===== config.mk =====
export PLATFORM = sky130hd
export DESIGN_NAME = pct_descriptor
export DESIGN_NICKNAME = d
export VERILOG_FILES = /design/src/pct_pkg.sv /design/src/pct_countdown.sv /design/src/pct_descriptor.sv
export SDC_FILE = /design/constraint.sdc
export NUM_CORES = 1
export LEC_CHECK = 0
export BUFFER_PORTS_ARGS = -buffer_cell sky130_fd_sc_hd__buf_4
export CAP_MARGIN = 10
export CORE_MARGIN = 2
export CORE_UTILIZATION = 30
export DETAILED_ROUTE_END_ITERATION = 16
export PLACE_DENSITY = 0.44
export SLEW_MARGIN = 20
export SYNTH_ARGS = -nofsm -noshare
export SYNTH_HDL_FRONTEND = slang
export SYNTH_SLANG_ARGS = --single-unit

===== constraint.sdc =====
create_clock -name clock_i -period 6.8 [get_ports clock_i]
set_input_delay 0.68 -clock clock_i [delete_from_list [all_inputs] [get_ports clock_i]]
set_output_delay 0.68 -clock clock_i [all_outputs]
set_load 0.03 [all_outputs]

===== src/pct_pkg.sv =====
// constants, offsets and types of the power condition timer descriptor
// assumes a 10 MHz controller clock; imported by every design file
package pct_pkg;

  // clock and timer unit
  localparam int unsigned PCT_CLK_NS      = 100;
  localparam int unsigned PCT_TICK_MS     = 100;
  localparam int unsigned PCT_TICK_CYCLES =
    PCT_TICK_MS * 1000000 / PCT_CLK_NS;

  // special timer codes
  localparam logic [31:0] PCT_TIMER_INF = 32'hFFFF_FFFF;
  localparam logic [31:0] PCT_TIMER_OFF = 32'h0000_0000;

  // byte offsets inside the 64-byte descriptor
  localparam logic [5:0] PCT_OFF_FLAGS   = 6'h01;
  localparam logic [5:0] PCT_OFF_DEFAULT = 6'h04;
  localparam logic [5:0] PCT_OFF_SAVED   = 6'h08;
  localparam logic [5:0] PCT_OFF_ACTIVE  = 6'h0C;
  localparam logic [5:0] PCT_OFF_WAKE    = 6'h10;
  localparam logic [5:0] PCT_OFF_LOWER   = 6'h14;
  localparam logic [5:0] PCT_OFF_UPPER   = 6'h18;

  // bit positions in the condition flag byte
  localparam int unsigned PCT_FLG_SUPPORTED = 7;
  localparam int unsigned PCT_FLG_SAVABLE   = 6;
  localparam int unsigned PCT_FLG_CHANGE    = 5;
  localparam int unsigned PCT_FLG_DEF_EN    = 4;
  localparam int unsigned PCT_FLG_SAVED_EN  = 3;
  localparam int unsigned PCT_FLG_CUR_EN    = 2;

  // values fixed at manufacture (plain defaults)
  localparam logic [31:0] PCT_DEF_TIMER = 32'h0000_0064;
  localparam logic [31:0] PCT_DEF_WAKE  = 32'h0000_0000;
  localparam logic [31:0] PCT_DEF_LOWER = 32'h0000_0000;
  localparam logic [31:0] PCT_DEF_UPPER = 32'h0000_0000;

  // values after reset
  localparam logic [7:0] PCT_RST_BYTE = 8'h00;
  localparam logic [1:0] PCT_RST_LANE = 2'h0;

  typedef enum logic [1:0] {
    PCT_IDLE  = 2'b00,
    PCT_COUNT = 2'b01,
    PCT_DONE  = 2'b11
  } pct_cd_state_t;

endpackage


===== src/pct_countdown.sv =====
// power condition countdown in 100 ms units
// assumes load_i and run_i come from logic on the same clock
`timescale 1ns/1ps
`default_nettype none
module pct_countdown
  import pct_pkg::*;
#(
  parameter int unsigned TICK_CYCLES = PCT_TICK_CYCLES
) (
  input  wire logic        clock_i,
  input  wire logic        reset_n_i,
  input  wire logic        load_i,
  input  wire logic [31:0] value_i,
  input  wire logic        run_i,
  output logic             expire_o
);

  pct_cd_state_t state_q;
  logic [31:0]   pre_q;
  logic [31:0]   cnt_q;
  logic          tick_w;

  assign tick_w = (pre_q == 32'(TICK_CYCLES - 1));

  always_ff @(posedge clock_i or negedge reset_n_i) begin
    if (!reset_n_i) begin
      state_q  <= PCT_IDLE;
      pre_q    <= 32'h0000_0000;
      cnt_q    <= 32'h0000_0000;
      expire_o <= 1'b0;
    end else begin
      expire_o <= 1'b0;
      if (!run_i) begin
        state_q <= PCT_IDLE;
      end else if (load_i) begin
        // restart at every completion
        state_q <= (value_i != PCT_TIMER_OFF) ? PCT_COUNT : PCT_IDLE;
        pre_q   <= 32'h0000_0000;
        cnt_q   <= value_i;
      end else begin
        unique case (state_q)
          PCT_IDLE: begin
            state_q <= PCT_IDLE;
          end
          PCT_COUNT: begin
            pre_q <= tick_w ? 32'h0000_0000 : pre_q + 32'h0000_0001;
            // all ones never runs out
            if (tick_w && cnt_q != PCT_TIMER_INF) begin
              cnt_q <= cnt_q - 32'h0000_0001;
              if (cnt_q == 32'h0000_0001) begin
                state_q  <= PCT_DONE;
                expire_o <= 1'b1;
              end
            end
          end
          PCT_DONE: begin
            state_q <= PCT_DONE;
          end
          default: begin
            state_q <= PCT_IDLE;
          end
        endcase
      end
    end
  end

endmodule
`default_nettype wire


===== src/pct_descriptor.sv =====
// one power condition descriptor with its entry timer
// assumes command and read strobes come from same-clock controller logic
//
// Overview of operation
// current-enabled flag reads zero while feature off
// timer runs only when enabled, nonzero, flagged
// default/saved enable flags valid only if supported
// timer fields are 32-bit counts of 100 ms
// all ones means at or beyond maximum time
// saved timer loaded only by set command; reset also reloads it here with the default timer
// wait current timer after completion before entry
// current timer reads zero in three cases
// default timer fixed at manufacture
// recovery time reported, kept over resets
// report accepted timer bounds, zero unspecified
// supported flag shows condition support
// reserved bits and bytes read zero
// countdown restarts on completion, requests entry
`timescale 1ns/1ps
`default_nettype none
module pct_descriptor
  import pct_pkg::*;
#(
  parameter int unsigned TICK_CYCLES      = PCT_TICK_CYCLES,
  parameter logic        COND_SUPPORTED   = 1'b1,
  parameter logic        TIMER_SAVABLE    = 1'b1,
  parameter logic        TIMER_CHANGEABLE = 1'b1,
  parameter logic        DEFAULT_ENABLED  = 1'b1,
  parameter logic [31:0] DEFAULT_TIMER    = PCT_DEF_TIMER,
  parameter logic [31:0] WAKE_TIME        = PCT_DEF_WAKE,
  parameter logic [31:0] LOWER_BOUND      = PCT_DEF_LOWER,
  parameter logic [31:0] UPPER_BOUND      = PCT_DEF_UPPER
) (
  input  wire logic        clock_i,
  input  wire logic        reset_n_i,
  input  wire logic        epc_enable_i,
  input  wire logic        cmd_done_i,
  input  wire logic        rd_i,
  input  wire logic [5:0]  rd_addr_i,
  input  wire logic        set_i,
  input  wire logic [31:0] set_value_i,
  input  wire logic        set_timer_en_i,
  input  wire logic        set_save_i,
  output logic [7:0]       rd_data_o,
  output logic             rd_valid_o,
  output logic             set_done_o,
  output logic             set_err_o,
  output logic             enter_req_o
);

  logic [31:0] saved_q;
  logic        saved_en_q;
  logic [31:0] act_q;
  logic        act_en_q;
  logic        shown_w;
  logic [31:0] act_shown_w;
  logic        run_w;
  logic        in_bounds_w;
  logic        set_ok_w;
  logic [7:0]  flags_w;
  logic [31:0] dword_w;

  function automatic logic [7:0] lane_of(input logic [31:0] dw,
                                         input logic [1:0]  lane);
    lane_of = dw[8*lane +: 8];
  endfunction

  // current enabled flag and current timer only shown while feature on, condition supported and timer enabled
  assign shown_w = epc_enable_i & COND_SUPPORTED & act_en_q;
  assign act_shown_w = shown_w ? act_q : PCT_TIMER_OFF;
  assign run_w = shown_w & (act_q != PCT_TIMER_OFF);

  // zero bound means unspecified; zero value disables
  assign in_bounds_w = (set_value_i == PCT_TIMER_OFF) |
    (((LOWER_BOUND == PCT_TIMER_OFF) | (set_value_i >= LOWER_BOUND)) &
     ((UPPER_BOUND == PCT_TIMER_OFF) | (set_value_i <= UPPER_BOUND)));

  assign set_ok_w = epc_enable_i & COND_SUPPORTED & TIMER_CHANGEABLE &
                    in_bounds_w & (!set_save_i | TIMER_SAVABLE);

  always_comb begin
    flags_w = PCT_RST_BYTE;
    flags_w[PCT_FLG_SUPPORTED] = COND_SUPPORTED;
    flags_w[PCT_FLG_SAVABLE]   = COND_SUPPORTED & TIMER_SAVABLE;
    flags_w[PCT_FLG_CHANGE]    = COND_SUPPORTED & TIMER_CHANGEABLE;
    flags_w[PCT_FLG_DEF_EN]    = COND_SUPPORTED & DEFAULT_ENABLED;
    flags_w[PCT_FLG_SAVED_EN]  = COND_SUPPORTED & saved_en_q;
    flags_w[PCT_FLG_CUR_EN]    = shown_w;
  end

  // 32-bit fields in 100 ms units, little endian in the log
  always_comb begin
    dword_w = PCT_TIMER_OFF;
    unique case ({rd_addr_i[5:2], 2'b00})
      {PCT_OFF_FLAGS[5:2], 2'b00}: begin
        dword_w = {16'h0000, flags_w, 8'h00};
      end
      PCT_OFF_DEFAULT: begin
        dword_w = COND_SUPPORTED ? DEFAULT_TIMER : PCT_TIMER_OFF;
      end
      PCT_OFF_SAVED: begin
        dword_w = COND_SUPPORTED ? saved_q : PCT_TIMER_OFF;
      end
      PCT_OFF_ACTIVE: begin
        dword_w = act_shown_w;
      end
      PCT_OFF_WAKE: begin
        dword_w = WAKE_TIME;
      end
      PCT_OFF_LOWER: begin
        dword_w = LOWER_BOUND;
      end
      PCT_OFF_UPPER: begin
        dword_w = UPPER_BOUND;
      end
      default: begin
        dword_w = PCT_TIMER_OFF;
      end
    endcase
  end

  // read port: one byte a cycle after the strobe
  always_ff @(posedge clock_i or negedge reset_n_i) begin
    if (!reset_n_i) begin
      rd_data_o  <= PCT_RST_BYTE;
      rd_valid_o <= 1'b0;
    end else begin
      rd_valid_o <= rd_i;
      if (rd_i) begin
        rd_data_o <= lane_of(dword_w, rd_addr_i[1:0]);
      end
    end
  end

  // timer settings; saved value reloaded with the default timer at reset
  always_ff @(posedge clock_i or negedge reset_n_i) begin
    if (!reset_n_i) begin
      act_q      <= DEFAULT_TIMER;
      act_en_q   <= DEFAULT_ENABLED;
      saved_q    <= DEFAULT_TIMER;
      saved_en_q <= DEFAULT_ENABLED;
    end else if (set_i && set_ok_w) begin
      act_q    <= set_value_i;
      act_en_q <= set_timer_en_i;
      if (set_save_i) begin
        saved_q    <= set_value_i;
        saved_en_q <= set_timer_en_i;
      end
    end
  end

  always_ff @(posedge clock_i or negedge reset_n_i) begin
    if (!reset_n_i) begin
      set_done_o <= 1'b0;
      set_err_o  <= 1'b0;
    end else begin
      set_done_o <= set_i;
      set_err_o  <= set_i & !set_ok_w;
    end
  end

  // a new timer value takes hold at the next completion; disabling stops the count at once
  pct_countdown #(
    .TICK_CYCLES (TICK_CYCLES)
  ) u_countdown (
    .clock_i   (clock_i),
    .reset_n_i (reset_n_i),
    .load_i    (cmd_done_i),
    .value_i   (act_q),
    .run_i     (run_w),
    .expire_o  (enter_req_o)
  );

  // helper logic for the checks below
  logic [63:0] since_q;
  logic [31:0] loaded_q;

  always_ff @(posedge clock_i or negedge reset_n_i) begin
    if (!reset_n_i) begin
      since_q  <= 64'h0000_0000_0000_0000;
      loaded_q <= 32'h0000_0000;
    end else if (cmd_done_i) begin
      since_q  <= 64'h0000_0000_0000_0000;
      loaded_q <= act_q;
    end else begin
      since_q <= since_q + 64'h0000_0000_0000_0001;
    end
  end
endmodule
`default_nettype wire


==> impl_metrics.json <==
{
  "post_cts_buffers": 0,
  "yosys_warnings": 0,
  "powerDensity_mw_per_mm2": 277,
  "synthTopCellsByArea": "dfrtp_1 45%, mux2_2 9.8%, a21oi_1 3.9%, dfstp_2 2.8%, nand2_1 2.6%",
  "cts-root-buf": "clkbuf_16",
  "grt_util_all_layers": 0.187,
  "ys.flop_type": "dfrtp_1",
  "via_count": 6416,
  "num_io_pins": 58,
  "cts_made_buffers": 17,
  "grt-ovfl-total": 0,
  "htree_levels": 4,
  "finalCoreUtilization": 0.358,
  "cts_sinks": 144,
  "syn_avg_cell_area_um2": 9.92,
  "antenna_found_initial": 0,
  "routed_via_density": 5.59,
  "synth_top_area_frac": 0.447,
  "final_max_slew_viol_count": 0,
  "first_iter_violations": 546,
  "ys_seq_elements": 144,
  "synth-edff-count": 0,
  "critPathLaunchType": "flop",
  "crit_required_ns": 7.11,
  "core_area_mm2": 0.0250,
  "gp_congestion": 0.824,
  "place_hpwl_um": 16400,
  "grt_pass1_wl_um": 38300,
  "drc": 0,
  "relSlewSlack": 0.445,
  "fin_ws_ns": 3.97,
  "synth_cell_types": 55,
  "clk_path_buf_depth": 2,
  "cts.clk_slew.worst_paths_ns": 0.07,
  "yosys.area.top_type": "dfrtp_1",
  "wire_per_inst_um": 20.8,
  "synth_area_mm2": 0.00762,
  "setup_viol": 0,
  "peakVddDrop_mv": 0.135,
  "end_kind": "flop",
  "outcome": "complete, no violations",
  "seq_area_frac_synth": 0.474,
  "diodes": 0,
  "drv_cap": 0,
  "syn_inst": 768,
  "dr.pass1.iters": 5,
  "start_util": 0.304,
  "timing.fmax_mhz": 354,
  "cts_resized": 0,
  "drive_gt1_frac": 0.235,
  "leakage_nw": 3.52,
  "synth_fp_nets": 818,
  "hold_buffers": 0,
  "path_max_fanout": 14,
  "place_ws_ns": 3.42,
  "fin_skew_ns": 0.0156,
  "die_area_mm2": 0.0267,
  "finalSetupTns_ns": 0,
  "hp-class": "in -> async",
  "syn2layout_area_growth_pct": 17.6,
  "async_reset_ff_frac": 1.00,
  "critPathKind": "reg -> reg",
  "hold_viol": 0,
  "num_rows": 58,
  "ant_nets": 0,
  "rsz0062_at_grt": "false",
  "cp_data_arrival_time_ns": 3.14,
  "fin_crit_sh": 0.416,
  "holdWs_ns": 0.308,
  "cts_tree": "yes",
  "period_needed_ns": 2.83,
  "grt_pass1_vias": 6487,
  "portBuffers": 57,
  "fin_nets": 854,
  "postRouteWirelength_um": 23900,
  "tightest_slew_ns": 0.833,
  "chipWidth_um": 163,
  "clk_latency_ns": 0.44,
  "grt_max_degree": 86,
  "die_y_um": 163
}
-- cells in the mapped netlist (3+ instances only) --
library cell / number
o211ai_1: 10
a22o_1: 3
nand2_1: 53
inv_1: 15
nor4b_2: 3
o22ai_1: 14
nand3b_1: 3
nor4_2: 3
a21o_1: 6
and4_1: 4
a211oi_1: 5
nor3_1: 31
a31oi_1: 17
or3_1: 25
a22oi_1: 9
or2_2: 3
o21ai_0: 18
nor2b_1: 6
nand4_1: 24
nand3_1: 32
buf_2: 4
o311a_1: 5
o21ai_1: 12
and3_1: 8
nand2b_1: 6
mux2i_1: 11
nor2_1: 36
a41oi_1: 4
nor4b_1: 3
dfstp_2: 8
o311ai_1: 3
mux2_2: 66
dfrtp_1: 136
a221oi_1: 17
nor4_1: 26
clkbuf_1: 38
buf_1: 6
ha_1: 4
o31ai_1: 4
a21oi_1: 60
and2_1: 8
-- per-stage QoR --
| step | total power, mW | instances | instance area [um2] |
|---|---|---|---|
| 6_report | 2.49 | 1147 | 8960 |
| 5_1_grt | 2.62 | 1147 | 8960 |
| 4_1_cts | 2.51 | 1147 | 8950 |
| 3_5_place_dp | 1.56 | 1115 | 8360 |
| 3_3_place_gp | 1.55 | 1115 | 8360 |
| 2_1_floorplan | 1.37 | 768 | 7620 |
-- final timing paths --
check                                                  start                                 to  slack, ns  cells after the start
min                                                reset_n_i  u_countdown.pre_q[29]$_DFFE_PN0P_       0.31                      1
max in group asynchronous                          reset_n_i  u_countdown.cnt_q[25]$_DFFE_PN0P_       5.10                      2
min in group clock_i                                   set_i               set_done_o$_DFF_PN0_       0.37                      1
max reg2reg                u_countdown.pre_q[28]$_DFFE_PN0P_   u_countdown.cnt_q[7]$_DFFE_PN0P_       3.97                      7
max                        u_countdown.pre_q[28]$_DFFE_PN0P_   u_countdown.cnt_q[7]$_DFFE_PN0P_       3.97                      7
min reg2reg                 u_countdown.pre_q[3]$_DFFE_PN0P_   u_countdown.pre_q[3]$_DFFE_PN0P_       0.50                      1
-- area by class of cell --
type                       instances  area, um2
clock buffer                      17        425
fill                            2494      16100
clock inverter                    15        168
tap                              330        413
sequential                       144       3610
inverter                          15       56.3
timing repair buffer              65        492
multi-input combinational        561       3790
-- power breakdown --
group | internal [mW] | switching [mW] | leakage [nW] | total (mW)
logic | 0.174 | 0.217 | 1.44 | 0.391
registers | 0.988 | 0.163 | 1.79 | 1.15
clock network | 0.494 | 0.451 | 0.287 | 0.944
-- metal layers --
layer | up-vias | track usage | part of all wire
met5 | - | 0 | 0
met4 | 0 | 0.0636 | 0.020
met3 | 35 | 0.0452 | 0.057
met2 | 207 | 0.286 | 0.46
met1 | 3170 | 0.261 | 0.46
li1 | 3004 | - | -
-- critical path, cell delays in order (launching register included) --
cell,delay [ns]
dfrtp_1,0.43
nor4_1,0.44
nand4_2,0.29
nor3_2,0.38
buf_4,0.30
nand3_1,0.33
nor4_1,0.40
o22ai_1,0.12
-- kinds of logic (layout without fill, tap and decap cells) --
| group | after synthesis | count (layout) | share of synthesized area |
|---|---|---|---|
| AND/OR/NAND/NOR | 284 | 284 | 0.207 |
| AO/OA/AOI/OAI | 196 | 196 | 0.169 |
| flip-flops | 144 | 144 | 0.474 |
| multiplexers | 77 | 77 | 0.112 |
| buffers and inverters | 63 | 112 | 0.0317 |
| adder cells (fa/ha/maj) | 4 | 4 | 0.00657 |
-- flip-flops by register name, indices dropped and copies added (netlist names) --
name,cells
act_q,32
saved_q,32
u_countdown.cnt_q,32
u_countdown.pre_q,32
rd_data_o,8
u_countdown.state_q,2
act_en_q,1
rd_valid_o,1
saved_en_q,1
set_done_o,1
set_err_o,1
u_countdown.expire_o,1
-- placed cells by master (no fill, tap or decap), types with 8 or more instances in the layout --
master     count
a21oi_1       60
a221oi_1      17
a22oi_1        9
a31oi_1       17
and2_1         8
and3_1         8
buf_4         64
clkbuf_16     17
dfrtp_1      136
dfstp_2        8
inv_1         15
mux2_2        66
mux2i_1       11
nand2_1       53
nand3_1       32
nand4_1       24
nor2_1        36
nor3_1        30
nor4_1        25
o211ai_1      10
o21ai_0       18
o21ai_1       12
o22ai_1       14
or3_1         25
(Power assumes the default switching activity.)
